<file path="config.mk">
export PLATFORM = sky130hd
export DESIGN_NAME = mcss_top
export DESIGN_NICKNAME = d
export VERILOG_FILES = /design/src/rtl/mcss_pkg.sv /design/src/rtl/mcss_sync.sv /design/src/rtl/mcss_top.sv
export SDC_FILE = /design/constraint.sdc
export NUM_CORES = 1
export LEC_CHECK = 0
export BUFFER_PORTS_ARGS = -buffer_cell sky130_fd_sc_hd__buf_2
export CAP_MARGIN = 20
export CORE_MARGIN = 2
export CORE_UTILIZATION = 38
export CTS_CLUSTER_SIZE = 40
export DETAILED_ROUTE_END_ITERATION = 6
export GPL_TIMING_DRIVEN = 0
export PLACE_DENSITY = 0.84
export SETUP_SLACK_MARGIN = 0.1
export SLEW_MARGIN = 20
export SYNTH_ARGS = -nofsm -noshare
export SYNTH_HDL_FRONTEND = slang
export SYNTH_SLANG_ARGS = --single-unit
</file>
<file path="constraint.sdc">
create_clock -name clk_i -period 1.9 [get_ports clk_i]
set_input_delay 0.19 -clock clk_i [delete_from_list [all_inputs] [get_ports clk_i]]
set_output_delay 0.19 -clock clk_i [all_outputs]
set_load 0.01 [all_outputs]
</file>
<file path="src/rtl/mcss_pkg.sv">
// package: register map, field layout, reset values and codes of the clock source setup
package mcss_pkg;

  ////////////////////////////////////////////////////////////////////////////////
  // register indices; byte address on the bus is four times the index
  localparam logic [19:0] MCSS_IDX_OPT_BYTE = 20'h000C2; // frequency / flash option byte
  localparam logic [19:0] MCSS_IDX_PIN_MODE = 20'hFFFA0; // clock_pin_mode_control
  localparam logic [19:0] MCSS_IDX_RUN_CTRL = 20'hFFFA1; // oscillator_run_control
  localparam logic [19:0] MCSS_IDX_STATUS = 20'hFFFA2; // decoded state readback

  ////////////////////////////////////////////////////////////////////////////////
  // field positions
  localparam int MCSS_OPT_MODE_HI = 7; // flash_mode_sel_hi
  localparam int MCSS_OPT_MODE_LO = 6; // flash_mode_sel_lo
  localparam int MCSS_OPT_FREQ_MSB = 3; // internal_osc_freq_sel msb
  localparam int MCSS_PIN_EXT = 7; // ext_clock_pin_sel
  localparam int MCSS_PIN_RES = 6; // resonator_pin_sel
  localparam int MCSS_PIN_AMP = 0; // oscillator amplitude gain select
  localparam int MCSS_RUN_EXT_HALT = 7; // external_osc_halt
  localparam int MCSS_RUN_FIXED_ONE = 6; // reads as one
  localparam int MCSS_RUN_INT_HALT = 0; // internal_osc_halt

  ////////////////////////////////////////////////////////////////////////////////
  // reset values
  localparam logic [7:0] MCSS_PIN_MODE_RST = 8'h00;
  localparam logic [7:0] MCSS_RUN_CTRL_RST = 8'hC0;

  ////////////////////////////////////////////////////////////////////////////////
  // frequency codes and results in MHz
  localparam logic [3:0] MCSS_FRQ_32 = 4'h8;
  localparam logic [3:0] MCSS_FRQ_24 = 4'h0;
  localparam logic [3:0] MCSS_FRQ_1 = 4'hD;
  localparam logic [5:0] MCSS_MHZ_32 = 6'h20;
  localparam logic [5:0] MCSS_MHZ_24 = 6'h18;
  localparam logic [5:0] MCSS_MHZ_1 = 6'h01;
  localparam logic [5:0] MCSS_MHZ_NONE = 6'h00;

  // upper frequency limits per flash mode
  localparam logic [5:0] MCSS_LIM_LV = 6'h04;
  localparam logic [5:0] MCSS_LIM_LS = 6'h08;
  localparam logic [5:0] MCSS_LIM_HS = 6'h20;

  ////////////////////////////////////////////////////////////////////////////////
  // flash mode encodings
  typedef enum logic [1:0] {
    MCSS_LOW_VOLTAGE_FLASH_MODE = 2'h0,
    MCSS_PROHIBITED_FLASH_MODE = 2'h1,
    MCSS_LOW_SPEED_FLASH_MODE = 2'h2,
    MCSS_HIGH_SPEED_FLASH_MODE = 2'h3
  } mcss_flash_mode_t;

  // clock pin modes (ext_clock_pin_sel, resonator_pin_sel)
  localparam logic [1:0] MCSS_PM_PORT0 = 2'h0;
  localparam logic [1:0] MCSS_PM_RES = 2'h1;
  localparam logic [1:0] MCSS_PM_PORT1 = 2'h2;
  localparam logic [1:0] MCSS_PM_EXT = 2'h3;

  // control phases, one-hot
  typedef enum logic [1:0] {
    MCSS_ST_CAPTURE = 2'h1,
    MCSS_ST_RUN = 2'h2
  } mcss_phase_t;

  ////////////////////////////////////////////////////////////////////////////////
  // classic wishbone request and answer
  typedef struct packed {
    logic cyc;
    logic stb;
    logic we;
    logic [3:0] sel;
    logic [21:0] adr;
    logic [31:0] dat;
  } mcss_wb_req_t;

  typedef struct packed {
    logic ack;
    logic [31:0] dat;
  } mcss_wb_rsp_t;

  // whole state of the controller
  typedef struct packed {
    mcss_phase_t phase;
    logic [7:0] opt;
    logic [7:0] pin_mode;
    logic ext_halt;
    logic int_halt;
    logic ack;
    logic [31:0] rdata;
  } mcss_state_t;

endpackage : mcss_pkg

</file>
<file path="src/rtl/mcss_sync.sv">
// two flip-flop synchroniser for levels entering from outside the clock domain
module mcss_sync #(
  parameter int W = 1
) (
  // clock
  input wire logic clk_i,
  // asynchronous level in, synchronised level out
  input wire logic [W-1:0] d_i,
  output logic [W-1:0] q_o
);

  logic [W-1:0] meta_q; // first stage, read only by the second
  logic [W-1:0] sync_q; // second stage

  // two stages, no reset so the chain fills while reset is held
  always_ff @(posedge clk_i)
  begin
    meta_q <= d_i;
    sync_q <= meta_q;
  end

  assign q_o = sync_q;

endmodule : mcss_sync

</file>
<file path="src/rtl/mcss_top.sv">
// main clock source setup: option byte capture, pin mode and oscillator run control
////////////////////////////////////////////////////////////////////////////////
// Notes on behaviour
// - frequency code gives 32, 24 or 1 MHz
// - flash mode code selects LV, LS or HS
// - pin mode bits set port/resonator/external clock
// - external halt bit stops oscillator or clock
// - internal halt bit stops on-chip oscillator
//
// Design decision made here: the Wishbone register port.
module mcss_top
  import mcss_pkg::*;
(
  // clock and reset
  input wire logic clk_i,
  input wire logic rst_i,
  // wishbone slave
  input wire mcss_wb_req_t wb_req_i,
  output mcss_wb_rsp_t wb_rsp_o,
  // non-volatile option byte and clock pins
  input wire logic [7:0] opt_byte_i,
  input wire logic resonator_pin_a_i,
  input wire logic resonator_pin_b_i,
  // decoded configuration
  output logic [5:0] osc_freq_mhz_o,
  output mcss_flash_mode_t flash_mode_o,
  output logic cfg_valid_o,
  output logic freq_in_range_o,
  // pin and oscillator control
  output logic pin_a_port_en_o,
  output logic pin_b_port_en_o,
  output logic resonator_en_o,
  output logic ext_clk_in_en_o,
  output logic xtal_osc_run_o,
  output logic ext_clk_accept_o,
  output logic ext_clk_o,
  output logic int_osc_run_o,
  output logic [1:0] port_data_o
);

  ////////////////////////////////////////////////////////////////////////////////
  // decode helpers

  // frequency code to MHz, zero for a prohibited code
  function automatic logic [5:0] mcss_freq_mhz(input logic [3:0] code);
    case (code)
      MCSS_FRQ_32: mcss_freq_mhz = MCSS_MHZ_32;
      MCSS_FRQ_24: mcss_freq_mhz = MCSS_MHZ_24;
      MCSS_FRQ_1: mcss_freq_mhz = MCSS_MHZ_1;
      default: mcss_freq_mhz = MCSS_MHZ_NONE;
    endcase
  endfunction : mcss_freq_mhz

  // upper limit of a flash mode, zero when prohibited
  function automatic logic [5:0] mcss_mode_lim(input logic [1:0] mode);
    case (mode)
      MCSS_LOW_VOLTAGE_FLASH_MODE: mcss_mode_lim = MCSS_LIM_LV;
      MCSS_LOW_SPEED_FLASH_MODE: mcss_mode_lim = MCSS_LIM_LS;
      MCSS_HIGH_SPEED_FLASH_MODE: mcss_mode_lim = MCSS_LIM_HS;
      default: mcss_mode_lim = MCSS_MHZ_NONE;
    endcase
  endfunction : mcss_mode_lim

  ////////////////////////////////////////////////////////////////////////////////
  // synchronisers for outside levels

  logic [7:0] opt_sync; // option byte after two flops
  logic [1:0] pin_sync; // clock pins after two flops

  mcss_sync #(.W(8)) u_opt_sync (
    .clk_i(clk_i),
    .d_i(opt_byte_i),
    .q_o(opt_sync)
  );

  mcss_sync #(.W(2)) u_pin_sync (
    .clk_i(clk_i),
    .d_i({resonator_pin_b_i, resonator_pin_a_i}),
    .q_o(pin_sync)
  );

  ////////////////////////////////////////////////////////////////////////////////
  // state and decode

  mcss_state_t s_q; // registered state
  mcss_state_t s_d; // next state
  logic [5:0] mhz; // decoded frequency
  logic [5:0] lim; // limit of the selected mode
  logic [1:0] mode; // flash mode bits
  logic [1:0] pmode; // pin mode bits
  logic req; // bus request held, cyc and stb
  logic [19:0] idx; // register index from address
  logic [7:0] status; // readback of decoded state

  assign mode = {s_q.opt[MCSS_OPT_MODE_HI], s_q.opt[MCSS_OPT_MODE_LO]};
  assign mhz = mcss_freq_mhz(s_q.opt[MCSS_OPT_FREQ_MSB -: 4]);
  assign lim = mcss_mode_lim(mode);
  assign pmode = {s_q.pin_mode[MCSS_PIN_EXT], s_q.pin_mode[MCSS_PIN_RES]};
  assign req = wb_req_i.cyc & wb_req_i.stb;
  assign idx = wb_req_i.adr[21:2];
  assign status = {2'h0, int_osc_run_o, ext_clk_accept_o, xtal_osc_run_o,
                   freq_in_range_o, mode != MCSS_PROHIBITED_FLASH_MODE, mhz != MCSS_MHZ_NONE};

  // next-state logic: capture phase, bus reads and writes
  always_comb
  begin
    s_d = s_q;
    s_d.ack = req & ~s_q.ack; // answer one cycle after the request
    // option byte taken once, in the first cycle after reset
    case (s_q.phase)
      MCSS_ST_CAPTURE:
      begin
        s_d.opt = opt_sync;
        s_d.phase = MCSS_ST_RUN;
      end
      MCSS_ST_RUN: s_d.opt = s_q.opt;
      default: s_d.phase = MCSS_ST_CAPTURE;
    endcase
    // read data loaded so it is valid with ack
    if (req & ~s_q.ack)
    begin
      case (idx)
        MCSS_IDX_OPT_BYTE: s_d.rdata = {24'h000000, s_q.opt};
        MCSS_IDX_PIN_MODE: s_d.rdata = {24'h000000, s_q.pin_mode};
        MCSS_IDX_RUN_CTRL:
          s_d.rdata = {24'h000000, s_q.ext_halt, 1'b1, 5'h00, s_q.int_halt};
        MCSS_IDX_STATUS: s_d.rdata = {24'h000000, status};
        default: s_d.rdata = 32'h00000000; // unmapped reads zero
      endcase
    end
    // a write takes effect at the edge where ack is seen
    if (req & s_q.ack & wb_req_i.we & wb_req_i.sel[0])
    begin
      case (idx)
        MCSS_IDX_PIN_MODE:
        begin
          s_d.pin_mode = 8'h00;
          s_d.pin_mode[MCSS_PIN_EXT] = wb_req_i.dat[MCSS_PIN_EXT];
          s_d.pin_mode[MCSS_PIN_RES] = wb_req_i.dat[MCSS_PIN_RES];
          s_d.pin_mode[MCSS_PIN_AMP] = wb_req_i.dat[MCSS_PIN_AMP];
        end
        MCSS_IDX_RUN_CTRL:
        begin
          s_d.ext_halt = wb_req_i.dat[MCSS_RUN_EXT_HALT];
          s_d.int_halt = wb_req_i.dat[MCSS_RUN_INT_HALT];
        end
        default: s_d.ack = s_d.ack; // read-only or unmapped: ignored
      endcase
    end
  end

  // state register with synchronous reset
  always_ff @(posedge clk_i)
  begin
    if (rst_i)
    begin
      s_q.phase <= MCSS_ST_CAPTURE;
      s_q.opt <= 8'h00;
      s_q.pin_mode <= MCSS_PIN_MODE_RST;
      s_q.ext_halt <= MCSS_RUN_CTRL_RST[MCSS_RUN_EXT_HALT];
      s_q.int_halt <= MCSS_RUN_CTRL_RST[MCSS_RUN_INT_HALT];
      s_q.ack <= 1'b0;
      s_q.rdata <= 32'h00000000;
    end
    else
    begin
      s_q <= s_d;
    end
  end

  ////////////////////////////////////////////////////////////////////////////////
  // outputs

  assign wb_rsp_o.ack = s_q.ack;
  assign wb_rsp_o.dat = s_q.rdata;
  assign osc_freq_mhz_o = mhz;
  assign flash_mode_o = mcss_flash_mode_t'(mode);
  assign cfg_valid_o = (mhz != MCSS_MHZ_NONE) & (mode != MCSS_PROHIBITED_FLASH_MODE);
  assign freq_in_range_o = cfg_valid_o & (mhz <= lim); // high when the configuration is valid and the frequency is within the mode limit
  // pin roles from the pin mode bits
  assign resonator_en_o = (pmode == MCSS_PM_RES);
  assign ext_clk_in_en_o = (pmode == MCSS_PM_EXT);
  assign pin_a_port_en_o = ~resonator_en_o;
  assign pin_b_port_en_o = (pmode == MCSS_PM_PORT0) | (pmode == MCSS_PM_PORT1);
  // oscillator run controls
  assign xtal_osc_run_o = resonator_en_o & ~s_q.ext_halt;
  assign ext_clk_accept_o = ext_clk_in_en_o & ~s_q.ext_halt;
  assign ext_clk_o = ext_clk_accept_o & pin_sync[1];
  assign int_osc_run_o = ~s_q.int_halt;
  assign port_data_o = {pin_sync[1] & pin_b_port_en_o, pin_sync[0] & pin_a_port_en_o};
endmodule : mcss_top

</file>
[Yosys cells after proc, flatten, opt, wreduce, memory -nomap -nowiden]
Index checks and enable logic that the tools add are counted.
Cells by class
  reduce and logical (&&, ||, !) cells: 6
  $add $sub $neg: 0
  bitwise gates (word level): 17
  muxes and demuxes: 4
  shift-type cells: 0
  multiply operators: 0
  equal/unequal tests: 14
  divide/modulo/power cells: 0
  order comparisons: 1
Operators with widths (count)
  20-bit equality test (second input constant): 3
  6-bit case mux with 3 select lines: 2
  8-bit case mux with 4 select lines: 1
  20-bit by 8-bit equality test with 1-bit output (second input constant): 1
  1-bit AND: 12
  2-bit equality test (second input constant): 5
  4-bit equality test (second input constant): 2
  6-bit <= comparator: 1
  6-bit nonzero test: 1
  2-bit by 1-bit equality test with 1-bit output (second input constant): 2
  2-bit zero test: 2
  4-bit zero test: 1
  1-bit inverter: 4
  2-bit case mux with 2 select lines: 1
  2-bit AND reduction: 2
  2-bit by 1-bit inequality test with 1-bit output (second input constant): 1
  1-bit bitwise OR: 1
Storage, ports and cells
  output and inout port bits: 53
  bits in registers: 68
  logic and storage cells: 53
  memories: 0
  ROM bits: 0
  bits in latches: 0
  input port bits: 73
  memory bits (writable): 0

[Depth between registers and ports, before layout]
  word-level depth: 6
  gate-level depth with buffers: 6
  depth with buffers taken out: 6

[Cells and area by module]
A second synthesis with hierarchy kept.
Unflattened totals
  cells, all modules: 233
  area, all modules: 2070.7 sq um
Modules (own cells, without submodules)
  mcss_top: cells an instance 213, seq. area each 480.5 sq um, instances 1, area an instance 1670.4 sq um
  mcss_sync at u_opt_sync: cells an instance 16, seq. area each 320.3 sq um, instances 1, area an instance 320.3 sq um
  mcss_sync at u_pin_sync: cells an instance 4, seq. area each 80.1 sq um, instances 1, area an instance 80.1 sq um

[Least setup slack after synthesis]
Ideal clock, no wire load.
  kind: register to output
  start point: register s_q[43] in the netlist's numbering
  end point: output freq_in_range_o
  arrival: 1.665 ns
  slack: 0.045 ns
  stages on the path, launching flop included: 6
  data required time: 1.710 ns
  path buffers: 0
  cells stage by stage: dfxtp_1 -> nor4b_1 -> ha_1 -> nand2_1 -> o32ai_1 -> o21a_1
On the way
  word-level cells in the longest chain between the ends: 5
  elaborated cells between the ends (all ways): 8
  classes of those cells: order compare (1); eq/ne (2); mux (1); bitwise (2); reduce/logical (2)
Ends and longest elaborated chain
  from (decl): RTL line mcss_top.sv:85  | mcss_state_t s_q;
  4-bit equality test / 4-bit zero test (equally long branches): RTL line mcss_top.sv:46  | case (code)
  6-bit case mux with 3 select lines *: RTL line mcss_top.sv:46
  net osc_freq_mhz_o[5]: RTL line mcss_top.sv:25  | output logic [5:0] osc_freq_mhz_o,
  parallel branches: the longest is 2 deep, another holds 6-bit <= comparator
  1-bit AND *: RTL line mcss_top.sv:179  | assign freq_in_range_o = cfg_valid_o & (mhz <= lim);
  to (decl): RTL line mcss_top.sv:28  | output logic freq_in_range_o,
Mark *: on every way through the listed nets, which the timed path passes.

[Worst setup path in the final report]
  start point: register s_q[43] in the netlist's numbering
  end point: output freq_in_range_o
On the way
  word-level cells in the longest chain between the ends: 5
  elaborated cells between the ends (all ways): 8
  classes of those cells: order compare (1); eq/ne (2); mux (1); bitwise (2); reduce/logical (2)
Ends and longest elaborated chain (RTL line)
  4-bit equality test / 4-bit zero test (equally long branches): mcss_top.sv:46
  6-bit case mux with 3 select lines *: mcss_top.sv:46
  parallel branches: the longest is 2 deep, another holds 6-bit <= comparator
  1-bit AND *: mcss_top.sv:179
Every way passes the cells marked *.

==> flow_summary.toml <==
[status]
status = "finished, violations left"
violations = "setup timing"

[global_route]
grt_max_degree = 13
antenna_found_initial = 0
grt_first_pass_wirelength_um = 7280
grt-ovfl-total = 0
grt_pass1_vias = 1724
track_usage = 0.153

[route]
drt_wl_total_um = 4530
avgRoutedWirePerCell_um = 11.1
post-route-drc-count = 0
drt_first_iter_violations = 43
ant_nets = 0
vias_per_cell = 4.52
via_count = 1846
dr.pass1.iters = 4

[clock_network]
clk_pin_slew_worst_paths_ps = 80
cts_max_level = 2
cts_sinks = 44
clock_path_buffers = 2
clk_latency_ps = 300
cts_buffers = 5
cts-root-buf = "clkbuf_8"
tritoncts = "done"

[hold_path]
holdCritPathClass = "input port to flop"

[sta]
finalHoldViolCount = 0
finalCritPeriodShare = 1.11
skew_ps = 8.12
tightestPinTransition_ps = 497
holdWs_ps = 107
drv_slew = 0
worst_slack_ps = -208
slew-limit-headroom = 0.666
rsz0062_at_grt = "yes"
period_needed_ps = 2110
setup_tns_ps = -353
finalSetupViolations = 2
timing.fmax_ghz = 0.474

[power_and_ir_drop]
p_leak_nw = 1.31
power_mw = 2.03
ir_drop_uv = 596
p_per_area_nw_per_um2 = 718

[logic_synthesis]
syn_avg_cell_area_um2 = 8.93
synth_edf_count = 0
synth_top_area_cell = "dfxtp_1"
synth_ff_type = "dfxtp_1"
synth_top_area_frac = 0.441
ys_top_cells_by_area = "dfxtp_1 44%, buf_4 14%, nand2_1 4.5%, nor2_1 3.4%, mux2i_1 3.0%"
yosysWarnings = 0
yosysUniqueCellTypes = 41
synth_seq_area_share = 0.441
synthCells = 224
async_flop_share = 0
netlist_top_cells_count = "44 x dfxtp_1, 38 x buf_4, 24 x nand2_1"
syn-cell-area_um2 = 2000
synth-seq-cells = 44
yosysMostFrequentCell = "dfxtp_1"

[floorplan]
rows = 26
start_util = 0.391
coreArea_um2 = 5110
die_h_um = 76.5
pin_count = 126
die_w_um = 76.5
dieArea_um2 = 5860

[setup_path]
reg2reg_slack_ps = -150
worstPathRequired_ps = 1710
worstSetupPathType = "flop to output pin"
cp-end-kind = "output pin"
worstPathArrival_ps = 1920
path_max_fanout = 2
crit_path_start_kind = "flop"

[finish]
seqCellArea_um2 = 890
fillers = 478
multi_input_area_um2 = 951
post-route-util = 0.555
area_growth_pct = 41.7
fin_cells = 408
layout-drive-gt1-share = 0.402
nNetsFinal = 414
antennaDiodeCount = 0

[job]
cap_violations = 0

[placement]
place_congestion = 0.897
place_inst = 383
post-dp-hpwl_um = 3510
port_buffers = 64
## routing by layer
| metal | vias to the layer above | track usage | part of all wire |
|---|---|---|---|
| met5 | - | 0 | 0 |
| met4 | 0 | 0.0655 | 0.018 |
| met3 | 8 | 0.0604 | 0.081 |
| met2 | 77 | 0.272 | 0.49 |
| met1 | 818 | 0.161 | 0.41 |
| li1 | 943 | - | - |
## area by class of cell
class / instances / area share
plain buffers: 44 / 0.110
clock buffers: 6 / 0.0256
clock inverters: 1 / 0.00177
inverters: 6 / 0.00883
multi-input cells: 155 / 0.336
flip-flops and latches: 44 / 0.314
well taps: 70 / 0.0309
repair buffers: 82 / 0.173
## final timing paths
path	start	cells past startpoint	endpoint
min	wb_req_i[7]	2	s_q[34]
min reg2reg	u_pin_sync.meta_q[0]	0	u_pin_sync.q_o[0]
max reg2reg	s_q[43]	9	wb_rsp_o[2]
max	s_q[43]	6	freq_in_range_o
## placed cells by master, fill, tap and decap left out, drive strengths merged, types with 2 or more instances in the layout
cell type | synthesis | final
buf | 40 | 112
dfxtp | 44 | 44
conb | 1 | 26
nand2 | 24 | 24
nor2 | 18 | 18
a21oi | 11 | 11
dlygate4sd3 | 0 | 10
clkbuf | 4 | 10
nor3 | 9 | 9
or4 | 7 | 7
mux2i | 6 | 6
nor2b | 6 | 6
inv | 6 | 6
nand2b | 5 | 5
o21ai | 5 | 5
nand4 | 4 | 4
a211oi | 4 | 4
and2 | 3 | 3
a22oi | 3 | 3
nor4 | 3 | 3
ha | 3 | 3
nand3 | 2 | 2
o21a | 2 | 2
nand4b | 2 | 2
or4b | 2 | 2
## registers in the layout (all words and copies together), names as in the netlist
name / flops
s_q: 11
wb_rsp_o: 9
u_opt_sync.meta_q: 8
u_opt_sync.q_o: 8
flash_mode_o: 2
pmode: 2
u_pin_sync.meta_q: 2
u_pin_sync.q_o: 2
## timing repair
action,CTS,global route
hold endpoints to repair,10,0
setup endpoints to repair,3,8
pin swaps,3,4
resized for setup,12,10
setup buffers,6,2
hold buffers,10,0
## per-stage QoR
| stage | setup slack, ps | area (um2) |
|---|---|---|
| 3_3_place_gp | -79.3 | 2510 |
| 4_1_cts | -255 | 2770 |
| 3_5_place_dp | -130 | 2510 |
| 5_1_grt | -288 | 2830 |
| 6_report | -208 | 2830 |
| 2_1_floorplan | 112 | 2100 |
## where the power goes
part | leakage [nW] | internal [mW] | switching [mW]
clock | 0.0410 | 0.250 | 0.285
sequential | 0.367 | 0.976 | 0.0358
combinational | 0.899 | 0.260 | 0.228
## critical path, stage by stage, from the launching register on
cell,delay (ps)
dfxtp_4,350
or4_4,560
ha_4,280
o21ai_2,50
nor3_2,150
o21a_1,120
buf_2,120
## kinds of logic (layout without fill, tap and decap cells)
kind of cell,Yosys count,in the layout,synth area share
AND/OR/NAND/NOR,89,89,0.243
buffers and inverters,50,139,0.166
flip-flops,44,44,0.441
AO/OA/AOI/OAI,31,31,0.100
multiplexers,6,6,0.0300
adder cells (fa/ha/maj),3,3,0.0188
other,1,26,0.00188
Power figures use the tool's default switching activity.
